[src/design/obl_pkg.sv]
// Purpose: shared constants for the offset and bit sync tracking loops
// Assumes: 8-bit register port, signed error samples from the demodulator
// Notes: gains are carried in half-K units so that K/2 is a whole number
package obl_pkg;
  // register map
  localparam logic [7:0] FOC_CFG_ADDR = 8'h19;
  localparam logic [7:0] BS_CFG_ADDR = 8'h1a;
  localparam logic [7:0] FOC_CFG_RST = 8'h36;
  localparam logic [7:0] BS_CFG_RST = 8'h6c;
  localparam logic [7:0] FOC_CFG_WMASK = 8'h3f;
  // frequency offset config fields
  localparam int FOC_GATE_BIT = 5;
  localparam int FOC_PRE_LSB = 3;
  localparam int FOC_POST_BIT = 2;
  localparam int FOC_LIM_LSB = 0;
  // bit sync config fields
  localparam int BS_KI_PRE_LSB = 6;
  localparam int BS_KP_PRE_LSB = 4;
  localparam int BS_KI_POST_BIT = 3;
  localparam int BS_KP_POST_BIT = 2;
  localparam int BS_LIM_LSB = 0;
  // datapath widths
  localparam int ERR_W = 12;
  localparam int GAIN_W = 4;
  localparam int PROD_W = ERR_W + GAIN_W + 1;
  localparam int ACC_W = 16;
  localparam int STEP_W = 18;
  // one error lsb times gain K moves the estimate by one lsb
  localparam int GAIN_SHIFT = 1;
  localparam logic [GAIN_W-1:0] GAIN_HALF_K = 4'h1;
  localparam logic [GAIN_W-1:0] GAIN_ONE_K = 4'h2;
  // channel bandwidth is 2^14 estimate lsbs
  localparam logic [ACC_W-1:0] FOC_LIM_0 = 16'h0000;
  localparam logic [ACC_W-1:0] FOC_LIM_1 = 16'h0800;
  localparam logic [ACC_W-1:0] FOC_LIM_2 = 16'h1000;
  localparam logic [ACC_W-1:0] FOC_LIM_3 = 16'h2000;
  // nominal data rate is 2^16 step lsbs
  localparam logic [ACC_W-1:0] BS_LIM_0 = 16'h0000;
  localparam logic [ACC_W-1:0] BS_LIM_1 = 16'h0800;
  localparam logic [ACC_W-1:0] BS_LIM_2 = 16'h1000;
  localparam logic [ACC_W-1:0] BS_LIM_3 = 16'h2000;
  localparam logic [STEP_W-1:0] NOM_STEP = 18'h10000;

  typedef enum logic {OBL_PRESYNC, OBL_POSTSYNC} obl_sync_e;
endpackage

[src/design/obl_acc_if.sv]
// Purpose: carries one tracking accumulator's controls and result
// Assumes: one clock domain, driven from the loop top
// Notes: ctrl side drives, loop side accumulates
`timescale 1ns/1ps
`default_nettype none
interface obl_acc_if;
  import obl_pkg::*;
  logic ce;
  logic clear;
  logic en;
  logic signed [ERR_W-1:0] err;
  logic [GAIN_W-1:0] gain_half;
  logic [ACC_W-1:0] limit;
  logic signed [ACC_W-1:0] acc;
  modport loop (input ce, input clear, input en, input err, input gain_half, input limit,
    output acc);
  modport ctrl (output ce, output clear, output en, output err, output gain_half,
    output limit, input acc);
endinterface
`default_nettype wire

[src/design/obl_track_acc.sv]
// Purpose: gain, accumulate and saturate one loop estimate
// Assumes: limit is a magnitude, zero disables the estimate entirely
// Notes: saturation is symmetric about zero
`timescale 1ns/1ps
`default_nettype none
module obl_track_acc
  import obl_pkg::*;
(
  // clock and reset
  input wire logic ref_clk,
  input wire logic reset_n,
  // loop controls and result
  obl_acc_if.loop a
);
  typedef struct packed {
    logic signed [ACC_W-1:0] acc;
  } obl_acc_s;

  obl_acc_s st_r;
  obl_acc_s st_nxt;
  logic signed [PROD_W-1:0] prod;
  logic signed [PROD_W-1:0] delta;
  logic signed [PROD_W-1:0] sum;
  logic signed [PROD_W-1:0] lim;

  always_comb
  begin
    st_nxt = st_r;
    prod = PROD_W'(a.err * $signed({1'b0, a.gain_half}));
    delta = prod >>> GAIN_SHIFT;
    sum = PROD_W'($signed({{(PROD_W-ACC_W){st_r.acc[ACC_W-1]}}, st_r.acc}) + delta);
    lim = $signed({{(PROD_W-ACC_W){1'b0}}, a.limit});
    if (a.clear)
      st_nxt.acc = '0;
    else if (a.en)
    begin
      // clip in the wide domain so a large step cannot wrap past the limit
      if (sum > lim)
        st_nxt.acc = ACC_W'(lim);
      else if (sum < -lim)
        st_nxt.acc = ACC_W'(-lim);
      else
        st_nxt.acc = ACC_W'(sum);
    end
  end

  always_ff @(posedge ref_clk)
  begin
    if (!reset_n)
      st_r <= '0;
    else if (a.ce)
      st_r <= st_nxt;
  end

  assign a.acc = st_r.acc;
endmodule
`default_nettype wire

[src/design/obl_loops.sv]
// Purpose: frequency offset and clock recovery tracking loops with their config registers
// Assumes: demodulator strobes and error samples are synchronous to ref_clk
// Notes: gains switch to post-sync values in the same cycle as sync_detect
//
// Overview of operation
// - gate bit freezes both loops until carrier sense
// - pre-sync frequency gain is K to 4K
// - post-sync frequency gain is same or K/2
// - frequency estimate saturates at 0, BW/8, BW/4, BW/2
// - pre-sync integral gain is K_I to 4K_I
// - integral path tracks data rate mismatch
// - pre-sync proportional gain is K_P to 4K_P
// - post-sync integral gain is same or K_I/2
// - post-sync proportional gain is same or K_P
// - rate correction saturates at 0 to 12.5 percent
//
// Local design decision: the strobed register port.
`timescale 1ns/1ps
`default_nettype none
module obl_loops
  import obl_pkg::*;
(
  // clock, reset, enable
  input wire logic ref_clk,
  input wire logic reset_n,
  input wire logic clk_en,
  // register port
  input wire logic [7:0] reg_addr,
  input wire logic [7:0] reg_wdata,
  input wire logic reg_wr,
  input wire logic reg_rd,
  output logic [7:0] reg_rdata,
  // demodulator events
  input wire logic rx_start,
  input wire logic carrier_sense,
  input wire logic sync_detect,
  // error samples
  input wire logic freq_err_valid,
  input wire logic signed [ERR_W-1:0] freq_err,
  input wire logic timing_err_valid,
  input wire logic signed [ERR_W-1:0] timing_err,
  // loop results
  output logic signed [ACC_W-1:0] freq_offset_est,
  output logic signed [ACC_W-1:0] rate_offset,
  output logic [STEP_W-1:0] phase_step,
  output logic loops_frozen,
  output logic sync_found
);
  typedef struct packed {
    logic [7:0] foc_cfg;
    logic [7:0] bs_cfg;
    obl_sync_e sync;
    logic cs_seen;
    logic frozen;
    logic [7:0] rdata;
    logic [STEP_W-1:0] step;
  } obl_top_s;

  obl_top_s st_r;
  obl_top_s st_nxt;

  obl_acc_if freq_if ();
  obl_acc_if rate_if ();

  logic loops_carrier_gate;
  logic [1:0] freq_gain_presync;
  logic freq_gain_postsync_sel;
  logic [1:0] freq_offset_saturation;
  logic [1:0] clkrec_integral_presync;
  logic [1:0] clkrec_prop_presync;
  logic clkrec_integral_postsync_sel;
  logic clkrec_prop_postsync_sel;
  logic [1:0] rate_offset_saturation;
  logic post_gain;
  logic freeze;
  logic [GAIN_W-1:0] freq_gain;
  logic [GAIN_W-1:0] ki_gain;
  logic [GAIN_W-1:0] kp_gain;
  logic [ACC_W-1:0] freq_lim;
  logic [ACC_W-1:0] rate_lim;
  logic signed [PROD_W-1:0] prop_prod;
  logic signed [PROD_W-1:0] prop_term;
  logic signed [STEP_W-1:0] step_sum;

  // settings 0..3 map to 1..4 times the base gain, in half units
  function automatic logic [GAIN_W-1:0] pre_gain(input logic [1:0] sel);
    pre_gain = GAIN_W'(({2'b00, sel} + 4'h1) << 1);
  endfunction

  assign loops_carrier_gate = st_r.foc_cfg[FOC_GATE_BIT];
  assign freq_gain_presync = st_r.foc_cfg[FOC_PRE_LSB +: 2];
  assign freq_gain_postsync_sel = st_r.foc_cfg[FOC_POST_BIT];
  assign freq_offset_saturation = st_r.foc_cfg[FOC_LIM_LSB +: 2];
  assign clkrec_integral_presync = st_r.bs_cfg[BS_KI_PRE_LSB +: 2];
  assign clkrec_prop_presync = st_r.bs_cfg[BS_KP_PRE_LSB +: 2];
  assign clkrec_integral_postsync_sel = st_r.bs_cfg[BS_KI_POST_BIT];
  assign clkrec_prop_postsync_sel = st_r.bs_cfg[BS_KP_POST_BIT];
  assign rate_offset_saturation = st_r.bs_cfg[BS_LIM_LSB +: 2];

  always_comb
  begin
    post_gain = (st_r.sync == OBL_POSTSYNC) || sync_detect;
    freeze = loops_carrier_gate && !st_r.cs_seen && !carrier_sense;

    freq_gain = pre_gain(freq_gain_presync);
    if (post_gain && freq_gain_postsync_sel)
      freq_gain = GAIN_HALF_K;

    ki_gain = pre_gain(clkrec_integral_presync);
    if (post_gain && clkrec_integral_postsync_sel)
      ki_gain = GAIN_HALF_K;

    kp_gain = pre_gain(clkrec_prop_presync);
    if (post_gain && clkrec_prop_postsync_sel)
      kp_gain = GAIN_ONE_K;

    case (freq_offset_saturation)
      2'h0: freq_lim = FOC_LIM_0;
      2'h1: freq_lim = FOC_LIM_1;
      2'h2: freq_lim = FOC_LIM_2;
      default: freq_lim = FOC_LIM_3;
    endcase

    case (rate_offset_saturation)
      2'h0: rate_lim = BS_LIM_0;
      2'h1: rate_lim = BS_LIM_1;
      2'h2: rate_lim = BS_LIM_2;
      default: rate_lim = BS_LIM_3;
    endcase
  end

  // frequency offset loop
  assign freq_if.ce = clk_en;
  assign freq_if.clear = rx_start;
  assign freq_if.en = freq_err_valid && !freeze;
  assign freq_if.err = freq_err;
  assign freq_if.gain_half = freq_gain;
  assign freq_if.limit = freq_lim;

  assign rate_if.ce = clk_en;
  assign rate_if.clear = rx_start;
  assign rate_if.en = timing_err_valid && !freeze;
  assign rate_if.err = timing_err;
  assign rate_if.gain_half = ki_gain;
  assign rate_if.limit = rate_lim;

  obl_track_acc u_freq_acc
  (
    .ref_clk(ref_clk),
    .reset_n(reset_n),
    .a(freq_if.loop)
  );

  obl_track_acc u_rate_acc
  (
    .ref_clk(ref_clk),
    .reset_n(reset_n),
    .a(rate_if.loop)
  );

  always_comb
  begin
    st_nxt = st_r;
    prop_prod = PROD_W'(timing_err * $signed({1'b0, kp_gain}));
    prop_term = prop_prod >>> GAIN_SHIFT;
    step_sum = STEP_W'($signed(NOM_STEP) + STEP_W'(rate_if.acc) + STEP_W'(prop_term));

    // register writes
    if (reg_wr)
    begin
      if (reg_addr == FOC_CFG_ADDR)
        st_nxt.foc_cfg = reg_wdata & FOC_CFG_WMASK;
      else if (reg_addr == BS_CFG_ADDR)
        st_nxt.bs_cfg = reg_wdata;
    end

    // read data stands for the cycle after the strobe only
    st_nxt.rdata = 8'h00;
    if (reg_rd)
    begin
      if (reg_addr == FOC_CFG_ADDR)
        st_nxt.rdata = st_r.foc_cfg;
      else if (reg_addr == BS_CFG_ADDR)
        st_nxt.rdata = st_r.bs_cfg;
    end

    if (rx_start)
    begin
      st_nxt.sync = OBL_PRESYNC;
      st_nxt.cs_seen = 1'b0;
    end
    else
    begin
      case (st_r.sync)
        OBL_PRESYNC:
          if (sync_detect)
            st_nxt.sync = OBL_POSTSYNC;
        default:
          st_nxt.sync = OBL_POSTSYNC;
      endcase
    end
    // carrier seen sticks; it wins over a clear in the same cycle
    if (carrier_sense)
      st_nxt.cs_seen = 1'b1;

    st_nxt.frozen = freeze;
    // proportional kick is applied only on a fresh timing sample
    if (rx_start)
      st_nxt.step = NOM_STEP;
    else if (timing_err_valid && !freeze)
      st_nxt.step = step_sum;
    else
      st_nxt.step = STEP_W'($signed(NOM_STEP) + STEP_W'(rate_if.acc));
  end

  always_ff @(posedge ref_clk)
  begin
    if (!reset_n)
    begin
      st_r.foc_cfg <= FOC_CFG_RST;
      st_r.bs_cfg <= BS_CFG_RST;
      st_r.sync <= OBL_PRESYNC;
      st_r.cs_seen <= 1'b0;
      st_r.frozen <= 1'b0;
      st_r.rdata <= 8'h00;
      st_r.step <= NOM_STEP;
    end
    else if (clk_en)
      st_r <= st_nxt;
  end

  assign reg_rdata = st_r.rdata;
  assign freq_offset_est = freq_if.acc;
  assign rate_offset = rate_if.acc;
  assign phase_step = st_r.step;
  assign loops_frozen = st_r.frozen;
  assign sync_found = (st_r.sync == OBL_POSTSYNC);
endmodule
`default_nettype wire

[config.mk]
export PLATFORM = sky130hd
export DESIGN_NAME = obl_loops
export DESIGN_NICKNAME = d
export VERILOG_FILES = /design/src/design/obl_pkg.sv /design/src/design/obl_acc_if.sv /design/src/design/obl_track_acc.sv /design/src/design/obl_loops.sv
export SDC_FILE = /design/constraint.sdc
export NUM_CORES = 1
export LEC_CHECK = 0
export BUFFER_PORTS_ARGS = -buffer_cell sky130_fd_sc_hd__buf_2
export CORE_MARGIN = 2
export CORE_UTILIZATION = 45
export DETAILED_ROUTE_END_ITERATION = 10
export GPL_TIMING_DRIVEN = 0
export SLEW_MARGIN = 5
export SYNTH_ARGS = -nofsm -noshare
export SYNTH_HDL_FRONTEND = slang
export SYNTH_HIERARCHICAL = 1
export SYNTH_SLANG_ARGS = --single-unit
export TNS_END_PERCENT = 100
[constraint.sdc]
create_clock -name ref_clk -period 9.26 [get_ports ref_clk]
set_input_delay 1.389 -clock ref_clk [delete_from_list [all_inputs] [get_ports ref_clk]]
set_output_delay 1.389 -clock ref_clk [all_outputs]
set_load 0.02 [all_outputs]
# == After elaboration in Yosys (flattened, before gate mapping) ==
# Cells that the tools add are included.
# classes
add_sub_neg,9
n_mul,3
magnitude_cmp,4
eq_ne,6
n_mux,23
n_bitwise,1
reduce_logical,21
# op_table
operator,count
16-bit 2-to-1 mux,8
14-bit case mux with 3 select lines,2
12-bit by 5-bit multiplier with 17-bit output,3
18-bit 2-to-1 mux,2
16-bit by 16-bit adder with 17-bit output,2
17-bit by 15-bit greater-than comparator with 1-bit output,2
17-bit less-than comparator,2
14-bit negation with 17-bit output,2
8-bit 2-to-1 mux,3
18-bit by 16-bit adder with 18-bit output,1
"18-bit by 16-bit adder with 18-bit output, first input constant",1
"8-bit by 5-bit == test with 1-bit output, second input constant",2
4-bit 2-to-1 mux,3
"2-bit by 1-bit adder with 3-bit output, second input constant",3
1-bit logical AND,7
2-bit AND reduction,3
2-bit nonzero test,3
1-bit 2-to-1 mux,5
"2-bit by 1-bit == test with 1-bit output, second input constant",2
"2-bit == test, second input constant",2
2-bit logical NOT,2
4-bit AND reduction,1
1-bit logical NOT,3
3-bit AND reduction,1
2 further kinds,2
# totals
reg_bits,75
inputBits,50
out_inout_bits,60
wordCells,76

# == Longest topological paths before layout ==
# Gate-level depths: netlist of run 1.
# logic_depth
ltp_word,10
ltp_mapped,35
ltp_nobuf,33

# == Hierarchy ==
# Netlist of run 1, hierarchy kept.
# modules_own_cells
mod,instances,cells_per_inst,area_per_inst_um2,seq_area_each_um2
obl_track_acc at u_freq_acc,1,537,4399.2,320.3
obl_track_acc at u_rate_acc,1,524,4347.9,320.3
obl_loops,1,513,4225.3,860.8

# == Worst setup path after synthesis of run 1 ==
# No wires, ideal clock.
# synth_timing
path_kind,input to register
from,input port sync_detect
to,"register u_rate_acc.st_r, in the netlist u_rate_acc/a.acc[11]"
setup_ns,0.130
arrival_ns,7.607
t_required_ns,9.130
setup_slack_ns,1.523
path_stages,34
path_buffers,2
path_cell_list,o21ai_0 and2_1 clkbuf_1 and2_1 ha_1 inv_1 fa_1 inv_1 fa_1 ha_1 a21o_1 a21oi_1 o21bai_1 a211o_1 a31oi_1 xnor2_1 ha_1 o21a_1 o21ai_0 o21bai_1 a31o_2 a21oi_1 xnor2_1 ha_1 and4_1 nand3_1 o32a_1 o21ai_1 nor4b_4 nor2_1 and2_1 clkbuf_2 a222oi_1 o21ai_1
# synth_between
elab_chain_len,10
word_cells_on_any_way,11
classes_between,add/sub: 1; mul: 1; order compare: 2; mux: 5; reduce/logical: 2
# synth_rtl
element,line_no,rtl
from (decl),obl_loops.sv:36,"input wire logic sync_detect,"
1-bit logical OR (*),obl_loops.sv:102,post_gain = (st_r.sync == OBL_POSTSYNC) || sync_detect;
1-bit logical AND (*),obl_loops.sv:110,if (post_gain && clkrec_integral_postsync_sel)
4-bit 2-to-1 mux (*),obl_loops.sv:110,
via ki_gain[2],obl_loops.sv:77,logic [GAIN_W-1:0] ki_gain;
12-bit by 5-bit multiplier with 17-bit output (*),obl_track_acc.sv:29,"prod = PROD_W'(a.err * $signed({1'b0, a.gain_half}));"
16-bit by 16-bit adder with 17-bit output (*),obl_track_acc.sv:31,"sum = PROD_W'($signed({{(PROD_W-ACC_W){st_r.acc[ACC_W-1]}}, st_r.acc}) + delta);"
17-bit less-than comparator,obl_track_acc.sv:40,else if (sum < -lim)
16-bit 2-to-1 mux,obl_track_acc.sv:40,
16-bit 2-to-1 mux (*),obl_track_acc.sv:38,if (sum > lim)
16-bit 2-to-1 mux (*),obl_track_acc.sv:35,else if (a.en)
16-bit 2-to-1 mux (*),obl_track_acc.sv:33,if (a.clear)
to (signal assigned),obl_track_acc.sv:52,st_r <= st_nxt;
to (decl),obl_track_acc.sv:19,obl_acc_s st_r;
# The timed path passes the listed nets; every way through them passes the cells marked *. The select of a mux whose other input is x is not followed.
# A chain may end at the register's enable or synchronous reset.

# == Worst setup path after layout of run 1 ==
# layout_timing
from,input port sync_detect
to,"register u_rate_acc.st_r, in the netlist u_rate_acc/a.acc[6]"
# Same word-level chain as after synthesis.

==> results of run 1 <==
-- stage by stage --
step | hold slack, ns | worst slack, ns
2_1_floorplan | 0.428 | 1.52
3_3_place_gp | 0.442 | 0.127
3_5_place_dp | 0.455 | 0.0639
4_1_cts | 0.465 | 0.409
5_1_grt | 0.490 | 0.0658
6_report | 0.464 | 0.365
-- worst register-to-register path, delay by kind of cell, from the launching register on --
kind | cells | cell delay [ns]
and+or+nand+nor | 7 | 1.50
DFF | 1 | 0.35
AOI/OAI and AO/OA | 15 | 2.93
adders and majority gates | 6 | 2.05
buffers and inverters | 4 | 0.63
xor gates and xnor gates | 2 | 0.51
-- cell families (layout without fill, tap and decap cells) --
kind of cell | after synthesis | in the layout
AO/OA/AOI/OAI | 359 | 359
XOR/XNOR | 100 | 100
buffers and inverters | 219 | 344
adder cells (fa/ha/maj) | 292 | 292
AND/OR/NAND/NOR | 501 | 501
other | 1 | 91
flip-flops | 75 | 75
multiplexers | 27 | 27
-- path summary, 6_finish.rpt --
| path | to | from | slack [ns] |
|---|---|---|---|
| setup / recovery | u_rate_acc/a.acc[6] | sync_detect | 0.36 |
| hold / removal | phase_step[17] | phase_step[17] | 0.46 |
| setup reg to reg | u_rate_acc/a.acc[6] | sync_found | 1.17 |
| hold reg to reg | phase_step[17] | phase_step[17] | 0.46 |
-- final cells by class --
type                    count  area share
clock buffers               9      0.0154
multi-input cells        1369       0.739
inverters                 154      0.0395
plain buffers              65      0.0278
repair buffers            109      0.0373
well taps                 384      0.0328
flip-flops and latches     75       0.103
clock inverters             7     0.00564
diodes                      1    0.000171
-- sequential cells by signal, summed over array words and instances, names as in the netlist, 2 cells and up --
register                 cells
u_freq_acc/a.acc            16
clkrec_integral_presync      2
reg_rdata                    8
u_rate_acc/a.acc            16
rate_offset_saturation       2
freq_gain_presync            2
clkrec_prop_presync          2
freq_offset_saturation       2
phase_step                  18
-- synthesized netlist by cell type, drive strengths merged (9+ instances only) --
| master | n | area share |
|---|---|---|
| o211ai | 14 | 0.0093 |
| nand3 | 36 | 0.014 |
| a21o | 26 | 0.015 |
| xnor2 | 79 | 0.053 |
| nor2b | 24 | 0.012 |
| and2 | 109 | 0.053 |
| a211oi | 15 | 0.010 |
| o221ai | 15 | 0.011 |
| nor4 | 9 | 0.0048 |
| ha | 227 | 0.22 |
| nand2b | 13 | 0.0063 |
| clkbuf | 29 | 0.0085 |
| a31oi | 14 | 0.0072 |
| o21ai | 72 | 0.029 |
| nand4 | 12 | 0.0058 |
| dfxtp | 75 | 0.12 |
| a21oi | 100 | 0.041 |
| o21a | 15 | 0.0087 |
| xor2 | 21 | 0.014 |
| o21bai | 11 | 0.0064 |
| mux2i | 25 | 0.019 |
| fa | 65 | 0.10 |
| nor2 | 86 | 0.026 |
| buf | 36 | 0.023 |
| a22oi | 18 | 0.010 |
| or3 | 9 | 0.0043 |
| nor3 | 32 | 0.013 |
| and3 | 36 | 0.018 |
| nand2 | 102 | 0.030 |
| inv | 153 | 0.044 |
-- routing by layer --
metal  vias up  part of all wire  wire length, um
met5         -                 0                0
met4         0             0.015              541
met3        28             0.027              965
met2       202              0.51            18400
met1      5561              0.45            16000
li1       5895                 -                -
-- power breakdown --
part / internal [uW] / switching [uW] / total [uW]
registers: 338 / 23.6 / 362
clock network: 214 / 160 / 375
logic: 550 / 750 / 1300
-- layout by cell type (no fill, tap or decap), types with 12 or more instances in the layout --
cell      instances
a22oi_1          18
nor2_1           81
and2_1          109
o21ai_0          47
fa_1             65
nand2_1         102
buf_2           112
a31oi_1          13
inv_1           151
o221ai_1         13
clkbuf_1         27
a21o_1           26
nor3_1           31
nand2b_1         13
nand4_1          12
mux2i_1          25
nor2b_1          23
buf_4            29
o21ai_1          23
xnor2_1          79
nand3_1          35
o21a_1           15
ha_1            227
conb_1           90
xor2_1           21
a21oi_1          93
dfxtp_1          75
and3_1           35
-- repair_timing --
item | CTS | global route
setup endpoints to repair | 0 | 14
buffers inserted | 0 | 0
gates resized for setup | 0 | 3
==> impl_metrics.yaml, run 1 <==
run_status:
  outcome: "finished, final reports clean"
drt:
  vias: 11686
  firstDrtPassIters: 5
  dr.first_iter.drc_count: 679
  wl_per_cell_um: 16.5
  ant_nets: 0
  vias_per_cell: 5.38
  totalWireLength_mm: 36.0
  drc: 0
logic_synthesis:
  synth_edf_count: 0
  synthCells: 1574
  ys_types: 90
  async_flop_share: 0
  synth_top_family_by_area: "adder cells"
  ys_seq_area_frac: 0.116
  synth_ff_type: "dfxtp_1"
  synth_xor_area_frac: 0.0675
  syn-cell-area_um2: 13000
  yosys_warnings: 6
  yosys.area_share.simple: 0.209
  synth_compound_area_frac: 0.191
  ys_ff_latch: 75
  syn_avg_cell_area_um2: 8.24
  synthMuxAreaShare: 0.0210
  synth_fa_ha_area_frac: 0.319
placement:
  place_hpwl_mm: 30.4
  dp_cells: 2156
  routabilityCongestion: 0.903
  port_buffers: 109
  placed_area_um2: 14300
layout:
  stdcell_count: 2173
  final_nets: 2125
  syn_to_final_growth_pct: 12.9
  fin_area_um2: 14600
  fin_util: 0.513
  regArea_um2: 1500
  multi_input_area_um2: 10800
  drive_above_1_share: 0.119
  fillers: 2872
floorplan:
  rows: 62
  fp.dieW_um: 174
  ios: 110
  dieHeight_um: 174
  die_area_um2: 30200
  core-area_um2: 28500
  start_util: 0.454
clocking:
  cts_hold_buffers: 0
  tritoncts: "built"
  clock-sinks: 75
  worstSkewPairLatency_ns: 0.35
  cts-buffers-inserted: 9
  clk_path_buf_depth: 2
  h-tree-depth: 3
  root_buffer: "clkbuf_16"
  clkTransAtPathRegs_ns: 0.07
global_routing:
  use_met1: 0.299
  grt_pass1_wl_mm: 57.8
  grt_use_total: 0.237
  grt_max_degree: 16
  grt_pass1_vias: 11202
  use_met2: 0.441
  antenna_found_initial: 0
  overflow: 0
  grt_most_used_layer: "met2"
  grtUsageMet3: 0.0169
sta:
  tns_ns: 0
  drv_slew: 0
  rsz0062_at_grt: "no"
  finalCriticalPeriod_ns: 8.90
  setup_violations: 0
  max_freq_ghz: 0.112
  hold_violations: 0
  relSlewSlack: 0.495
  fin_skew_ns: 0.0146
  fin_crit_sh: 0.961
  tightest_slew_ns: 0.750
power_and_ir_drop:
  p_leak_uw: 0.00737
  power.density_nw_per_um2: 139
  power_uw: 2040
  peakVddDrop_v: 0.0000830
critical_path:
  worstPathArrival_ns: 9.12
  start_kind: "input pin"
  cp-end-kind: "register"
  path_common_cell: "ha_1"
  slowest_delay_ns: 0.49
  required_ns: 9.48
  cp.depth: 35
  worstSetupPathType: "input pin to register"
  worstPathMaxFanout: 10
  crit_family: "compound AO/OA/AOI/OAI gates"
  rr_worst_depth: 34
  path_buf_inv: 5
  worst_path_max_delay_cell: "nor4b_4"
worst_hold_path:
  hold_path.class: "register to register"
  hold_depth: 2
run:
  maxCapViolCount: 0
(Power assumes the default switching activity.)
==> run 2, diff against run 1 <==
--- a/config.mk
+++ b/config.mk
@@ -9,7 +9,6 @@
 export CORE_MARGIN = 2
 export CORE_UTILIZATION = 45
 export DETAILED_ROUTE_END_ITERATION = 10
-export GPL_TIMING_DRIVEN = 0
 export SLEW_MARGIN = 5
 export SYNTH_ARGS = -nofsm -noshare
 export SYNTH_HDL_FRONTEND = slang
==> impl_metrics.yaml, run 2 (synthesized netlist as in run 1, its figures left out) <==
critical_path:
  worstPathMaxFanout: 12
  start_kind: "input pin"
  worstPathArrival_ns: 8.89
  required_ns: 9.53
  cp-end-kind: "register"
  worstSetupPathType: "input pin to register"
  cp-startpoint: "sync_detect"
  r2r-start: "sync_found"
drt:
  drc: 0
  wl_per_cell_um: 16.7
  vias: 11418
  vias_per_cell: 5.40
  dr.first_iter.drc_count: 550
  firstDrtPassIters: 6
  ant_nets: 0
  totalWireLength_mm: 35.4
sta:
  max_freq_ghz: 0.116
  drv_slew: 0
  hold_violations: 0
  finalCriticalPeriod_ns: 8.62
  fin_crit_sh: 0.931
  tightest_slew_ns: 0.744
  rsz0062_at_grt: "no"
  relSlewSlack: 0.504
  tns_ns: 0
  fin_skew_ns: 0.0206
  setup_violations: 0
global_routing:
  overflow: 0
  grt_use_total: 0.234
  grt_pass1_vias: 11427
  grt_max_degree: 26
  antenna_found_initial: 0
  grt_pass1_wl_mm: 57.3
clocking:
  clkTransAtPathRegs_ns: 0.06
  post_cts_resize_count: 0
  h-tree-depth: 3
  worstSkewPairLatency_ns: 0.35
  cts-buffers-inserted: 9
  cts_hold_buffers: 0
  tritoncts: "built"
  root_buffer: "clkbuf_16"
  clock-sinks: 75
  cts_setup_buffers: 0
  clk_path_buf_depth: 2
floorplan:
  core-area_um2: 28500
  start_util: 0.454
  die_area_um2: 30200
  dieHeight_um: 174
  ios: 110
  fp.dieW_um: 174
  rows: 62
layout:
  syn_to_final_growth_pct: 10.2
  n_antenna_cell: 0
  largest_register_ffs: 18
  drive_above_1_share: 0.106
  final_cell_mix: "ha_1, inv_1, and2_1, buf_2, nand2_1"
  multi_input_area_um2: 10800
  final_common_cell: "ha_1"
  final_nets: 2069
  regArea_um2: 1500
  fillers: 2921
power_and_ir_drop:
  switchingPower_uw: 914
  peakVddDrop_v: 0.0000839
  p_leak_uw: 0.00717
  power.density_nw_per_um2: 139
  intPower_uw: 1080
  p_clk_frac: 0.182
  swShare: 0.459
  power_frac_comb: 0.636
  pwr-share-seq: 0.181
  power_uw: 1990
run:
  maxCapViolCount: 0
worst_hold_path:
  hold_path.class: "register to register"
  min_from: "reg_rdata[7]"
placement:
  place_hpwl_mm: 29.5
  routabilityCongestion: 0.908
  port_buffers: 109
run_status:
  outcome: "finished, final reports clean"
==> run 2: cell types whose count changed in the layout (fill, tap and decap cells not counted), sizes merged <==
cell	change
inv	-3
buf	-27
clkinvlp	-1
clkbuf	-29
clkinv	+3
diode	-1
==> run 2: worst max-delay path: stages <==
cell,delay (ns)
buf_2,0.12
o21ai_0,0.33
inv_1,0.28
nor2_1,0.60
nand2_1,0.14
fa_1,0.53
inv_1,0.06
fa_1,0.48
ha_1,0.35
a21o_1,0.17
a21oi_1,0.29
o21ai_0,0.19
a31o_2,0.24
o41ai_1,0.45
xnor2_1,0.15
ha_1,0.37
o21a_1,0.25
o21ai_0,0.11
o31ai_1,0.13
a211oi_1,0.46
ha_1,0.33
a21o_1,0.18
a21oi_1,0.23
o21ai_1,0.15
o21ai_4,0.15
buf_4,0.26
mux2_2,0.37
o221ai_2,0.12
==> run 2: cell type report <==
| type | count | area share |
|---|---|---|
| multi-input cells | 1369 | 0.758 |
| flip-flops and latches | 75 | 0.105 |
| repair buffers | 118 | 0.0429 |
| inverters | 154 | 0.0404 |
| well taps | 384 | 0.0336 |
| clock buffers | 9 | 0.0158 |
| clock inverters | 6 | 0.00464 |
==> run 2: per-stage QoR <==
stage                     hold slack, ns   util  cells  setup slack [ns]  instance area (um^2)
final                              0.462  0.501   2115             0.637                 14300
after global routing               0.485  0.501   2115            0.0973                 14300
after CTS                          0.463  0.501   2115             0.635                 14300
after detailed placement           0.454  0.490   2100             0.328                 14000
after global placement             0.438  0.490   2100             0.391                 14000
after floorplan                    0.428      -   1663              1.52                 13300
==> run 2: per-layer routing <==
layer,part of all wire,routed length (um),GRT usage
met1,0.45,15700,0.292
met2,0.51,17900,0.429
met3,0.032,1120,0.0230
met4,0.017,608,0.0623
met5,0,0,0
==> run 2: worst paths after layout <==
check	endpoint	slack [ns]	cells after the start
hold reg to reg	reg_rdata[7]	0.46	2
hold / removal	reg_rdata[7]	0.46	2
setup reg to reg	u_freq_acc/a.acc[15]	1.44	27
setup / recovery	u_freq_acc/a.acc[15]	0.64	28
==> run 2: power by group through the flow <==
stage / registers [uW] / logic [uW] / clock network, uW
after floorplan: 373 / 978 / 0
after global placement: 369 / 1240 / 0
after detailed placement: 369 / 1250 / 0
after CTS: 361 / 1260 / 369
after global routing: 363 / 1420 / 382
final: 362 / 1270 / 363
==> run 3, diff against run 2 <==
--- a/config.mk
+++ b/config.mk
@@ -5,6 +5,7 @@
 export SDC_FILE = /design/constraint.sdc
 export NUM_CORES = 1
 export LEC_CHECK = 0
+export ABC_AREA = 1
 export BUFFER_PORTS_ARGS = -buffer_cell sky130_fd_sc_hd__buf_2
 export CORE_MARGIN = 2
 export CORE_UTILIZATION = 45
==> impl_metrics.yaml, run 3 <==
global_routing:
  overflow: 0
  grt_pass1_wl_mm: 63.3
  grt_pass1_vias: 12631
  grt_use_total: 0.236
  grt_max_degree: 33
  antenna_found_initial: 1
sta:
  tightest_slew_ns: 1.23
  setup_violations: 0
  finalHoldWorstSlack_ns: 0.461
  max_freq_ghz: 0.117
  rsz0062_at_grt: "no"
  relSlewSlack: 0.175
  drv_slew: 0
  fin_crit_sh: 0.927
  finalCriticalPeriod_ns: 8.58
  fin_skew_ns: 0.0117
  hold_violations: 0
  tns_ns: 0
logic_synthesis:
  synth_area_leaders: "ha_1, nand2_1, inv_1, dfxtp_1, fa_1"
  async_flop_share: 0
  synth_edf_count: 0
  synth_compound_area_frac: 0.115
  synth_common_cells: "nand2_1, inv_1, ha_1"
  synthMuxAreaShare: 0
  ys_ff_latch: 75
  synth_top_area_frac: 0.200
  synth_top_family_by_area: "adder cells"
  yosys.area_share.simple: 0.283
  yosys_warnings: 6
  ys_types: 55
  synthCells: 2153
  ys_seq_area_frac: 0.106
  synth_fa_ha_area_frac: 0.291
  syn-cell-area_um2: 14200
  synth_area_leader_cell: "ha_1"
  yosysMostFrequentCell: "nand2_1"
  synth_ff_type: "dfxtp_1"
  synth_xor_area_frac: 0.0529
  syn_avg_cell_area_um2: 6.60
placement:
  port_buffers: 109
  place_hpwl_mm: 32.3
  routabilityCongestion: 0.904
critical_path:
  timing.rr.end: "u_rate_acc/a.acc[0]"
  worst_path_max_delay_cell: "nor2_1"
  rr_worst_depth: 39
  worstPathMaxFanout: 32
  worstPathArrival_ns: 8.84
  required_ns: 9.52
  start_kind: "input pin"
  slowest_delay_ns: 0.60
  path_common_cell: "nand2_1"
  worstSetupPathType: "input pin to register"
  r2r-start: "sync_found"
  cp-end-kind: "register"
  r2r_slack_ns: 1.49
drt:
  dr.first_iter.drc_count: 914
  vias: 13465
  wl_per_cell_um: 14.2
  totalWireLength_mm: 38.5
  vias_per_cell: 4.96
  ant_nets: 0
  firstDrtPassIters: 7
  drc: 0
floorplan:
  core-area_um2: 31300
  dieHeight_um: 182
  die_area_um2: 33000
  start_util: 0.454
  ios: 110
  fp.dieW_um: 182
  rows: 65
power_and_ir_drop:
  pwr-share-seq: 0.151
  swShare: 0.539
  switchingPower_uw: 1510
  p_leak_uw: 0.00944
  p_clk_frac: 0.142
  intPower_uw: 1290
  power_uw: 2800
  peakVddDrop_v: 0.000127
  power_frac_comb: 0.707
  power.density_nw_per_um2: 180
clocking:
  h-tree-depth: 3
  cts-buffers-inserted: 9
  cts_hold_buffers: 0
  worstSkewPairLatency_ns: 0.35
  post_cts_resize_count: 0
  clk_path_buf_depth: 2
  root_buffer: "clkbuf_16"
  tritoncts: "built"
  cts_setup_buffers: 0
  clkTransAtPathRegs_ns: 0.06
  clock-sinks: 75
layout:
  syn_to_final_growth_pct: 9.14
  drive_above_1_share: 0.106
  final_cell_mix: "nand2_1, inv_1, ha_1"
  final_nets: 2646
  largest_register_ffs: 18
  fillers: 3251
  final_common_cell: "nand2_1"
worst_hold_path:
  hold_path.class: "register to register"
  hold_depth: 2
  min_from: "phase_step[17]"
  hold_path_end: "phase_step[17]"
run:
  maxCapViolCount: 0
run_status:
  outcome: "finished, final reports clean"
-- run 3: changes by cell type after synthesis, moves of 25 or more --
cell	previous run	this run
nand2_1	102	499
inv_1	151	415
nand3_1	35	156
and2_1	109	5
nor2_1	81	138
xnor2_1	79	22
a21oi_1	93	145
xor2_1	21	62
and3_1	35	0
mux2i_1	25	0
-- run 3: metal layers --
layer / wire (um) / GRT usage
met5: 0 / 0
met4: 922 / 0.0673
met3: 2010 / 0.0327
met2: 16500 / 0.370
met1: 19100 / 0.337
-- run 3: worst max path at each step --
stage	start	cells after the start	slack, ns	end
2_1_floorplan	sync_detect	40	1.72	u_freq_acc/a.acc[7]
3_3_place_gp	sync_detect	40	0.57	u_rate_acc/a.acc[0]
3_5_place_dp	sync_detect	40	0.51	u_rate_acc/a.acc[0]
4_1_cts	sync_detect	40	0.81	u_rate_acc/a.acc[0]
5_1_grt	sync_detect	40	0.08	u_rate_acc/a.acc[0]
6_report	sync_detect	40	0.68	u_rate_acc/a.acc[0]
-- run 3: area by class of cell --
cell class | instances | area [um^2] | area share
Inverter | 441 | 1660 | 0.107
Tap cell | 402 | 503 | 0.0324
Timing Repair Buffer | 120 | 628 | 0.0405
Clock buffer | 9 | 225 | 0.0145
Clock inverter | 7 | 105 | 0.00677
Sequential cell | 75 | 1500 | 0.0968
Antenna cell | 1 | 2.50 | 0.000161
Multi-Input combinational cell | 1657 | 10900 | 0.702
-- run 3: cell families after synthesis --
kind of cell | after synthesis
flops | 75
simple gates | 901
fa+ha+maj | 292
compound gates | 290
xor+xnor | 85
buf+inv | 509
other cells | 1
-- run 3: per-stage QoR --
stage / std cells / util / cell area, um^2 / worst slack [ns]
floorplan: 2241 / - / 14500 / 1.72
finish: 2712 / 0.496 / 15500 / 0.680
global placement: 2695 / 0.485 / 15200 / 0.568
CTS: 2711 / 0.496 / 15500 / 0.807
detailed placement: 2695 / 0.485 / 15200 / 0.508
global route: 2712 / 0.496 / 15500 / 0.0821
-- run 3: critical path: cells and delay by family --
family          cells  cell delay, ns
compound gates      5            0.90
xor+xnor            2            0.41
fa+ha+maj           6            2.15
buf+inv             7            0.56
simple gates       20            3.41
-- run 3: power groups by stage --
stage	registers [uW]	logic, uW	clock network, uW
detailed placement	426	1940	0
global placement	426	1900	0
CTS	420	1950	403
floorplan	424	1530	0
finish	421	1980	398
global route	423	2250	415
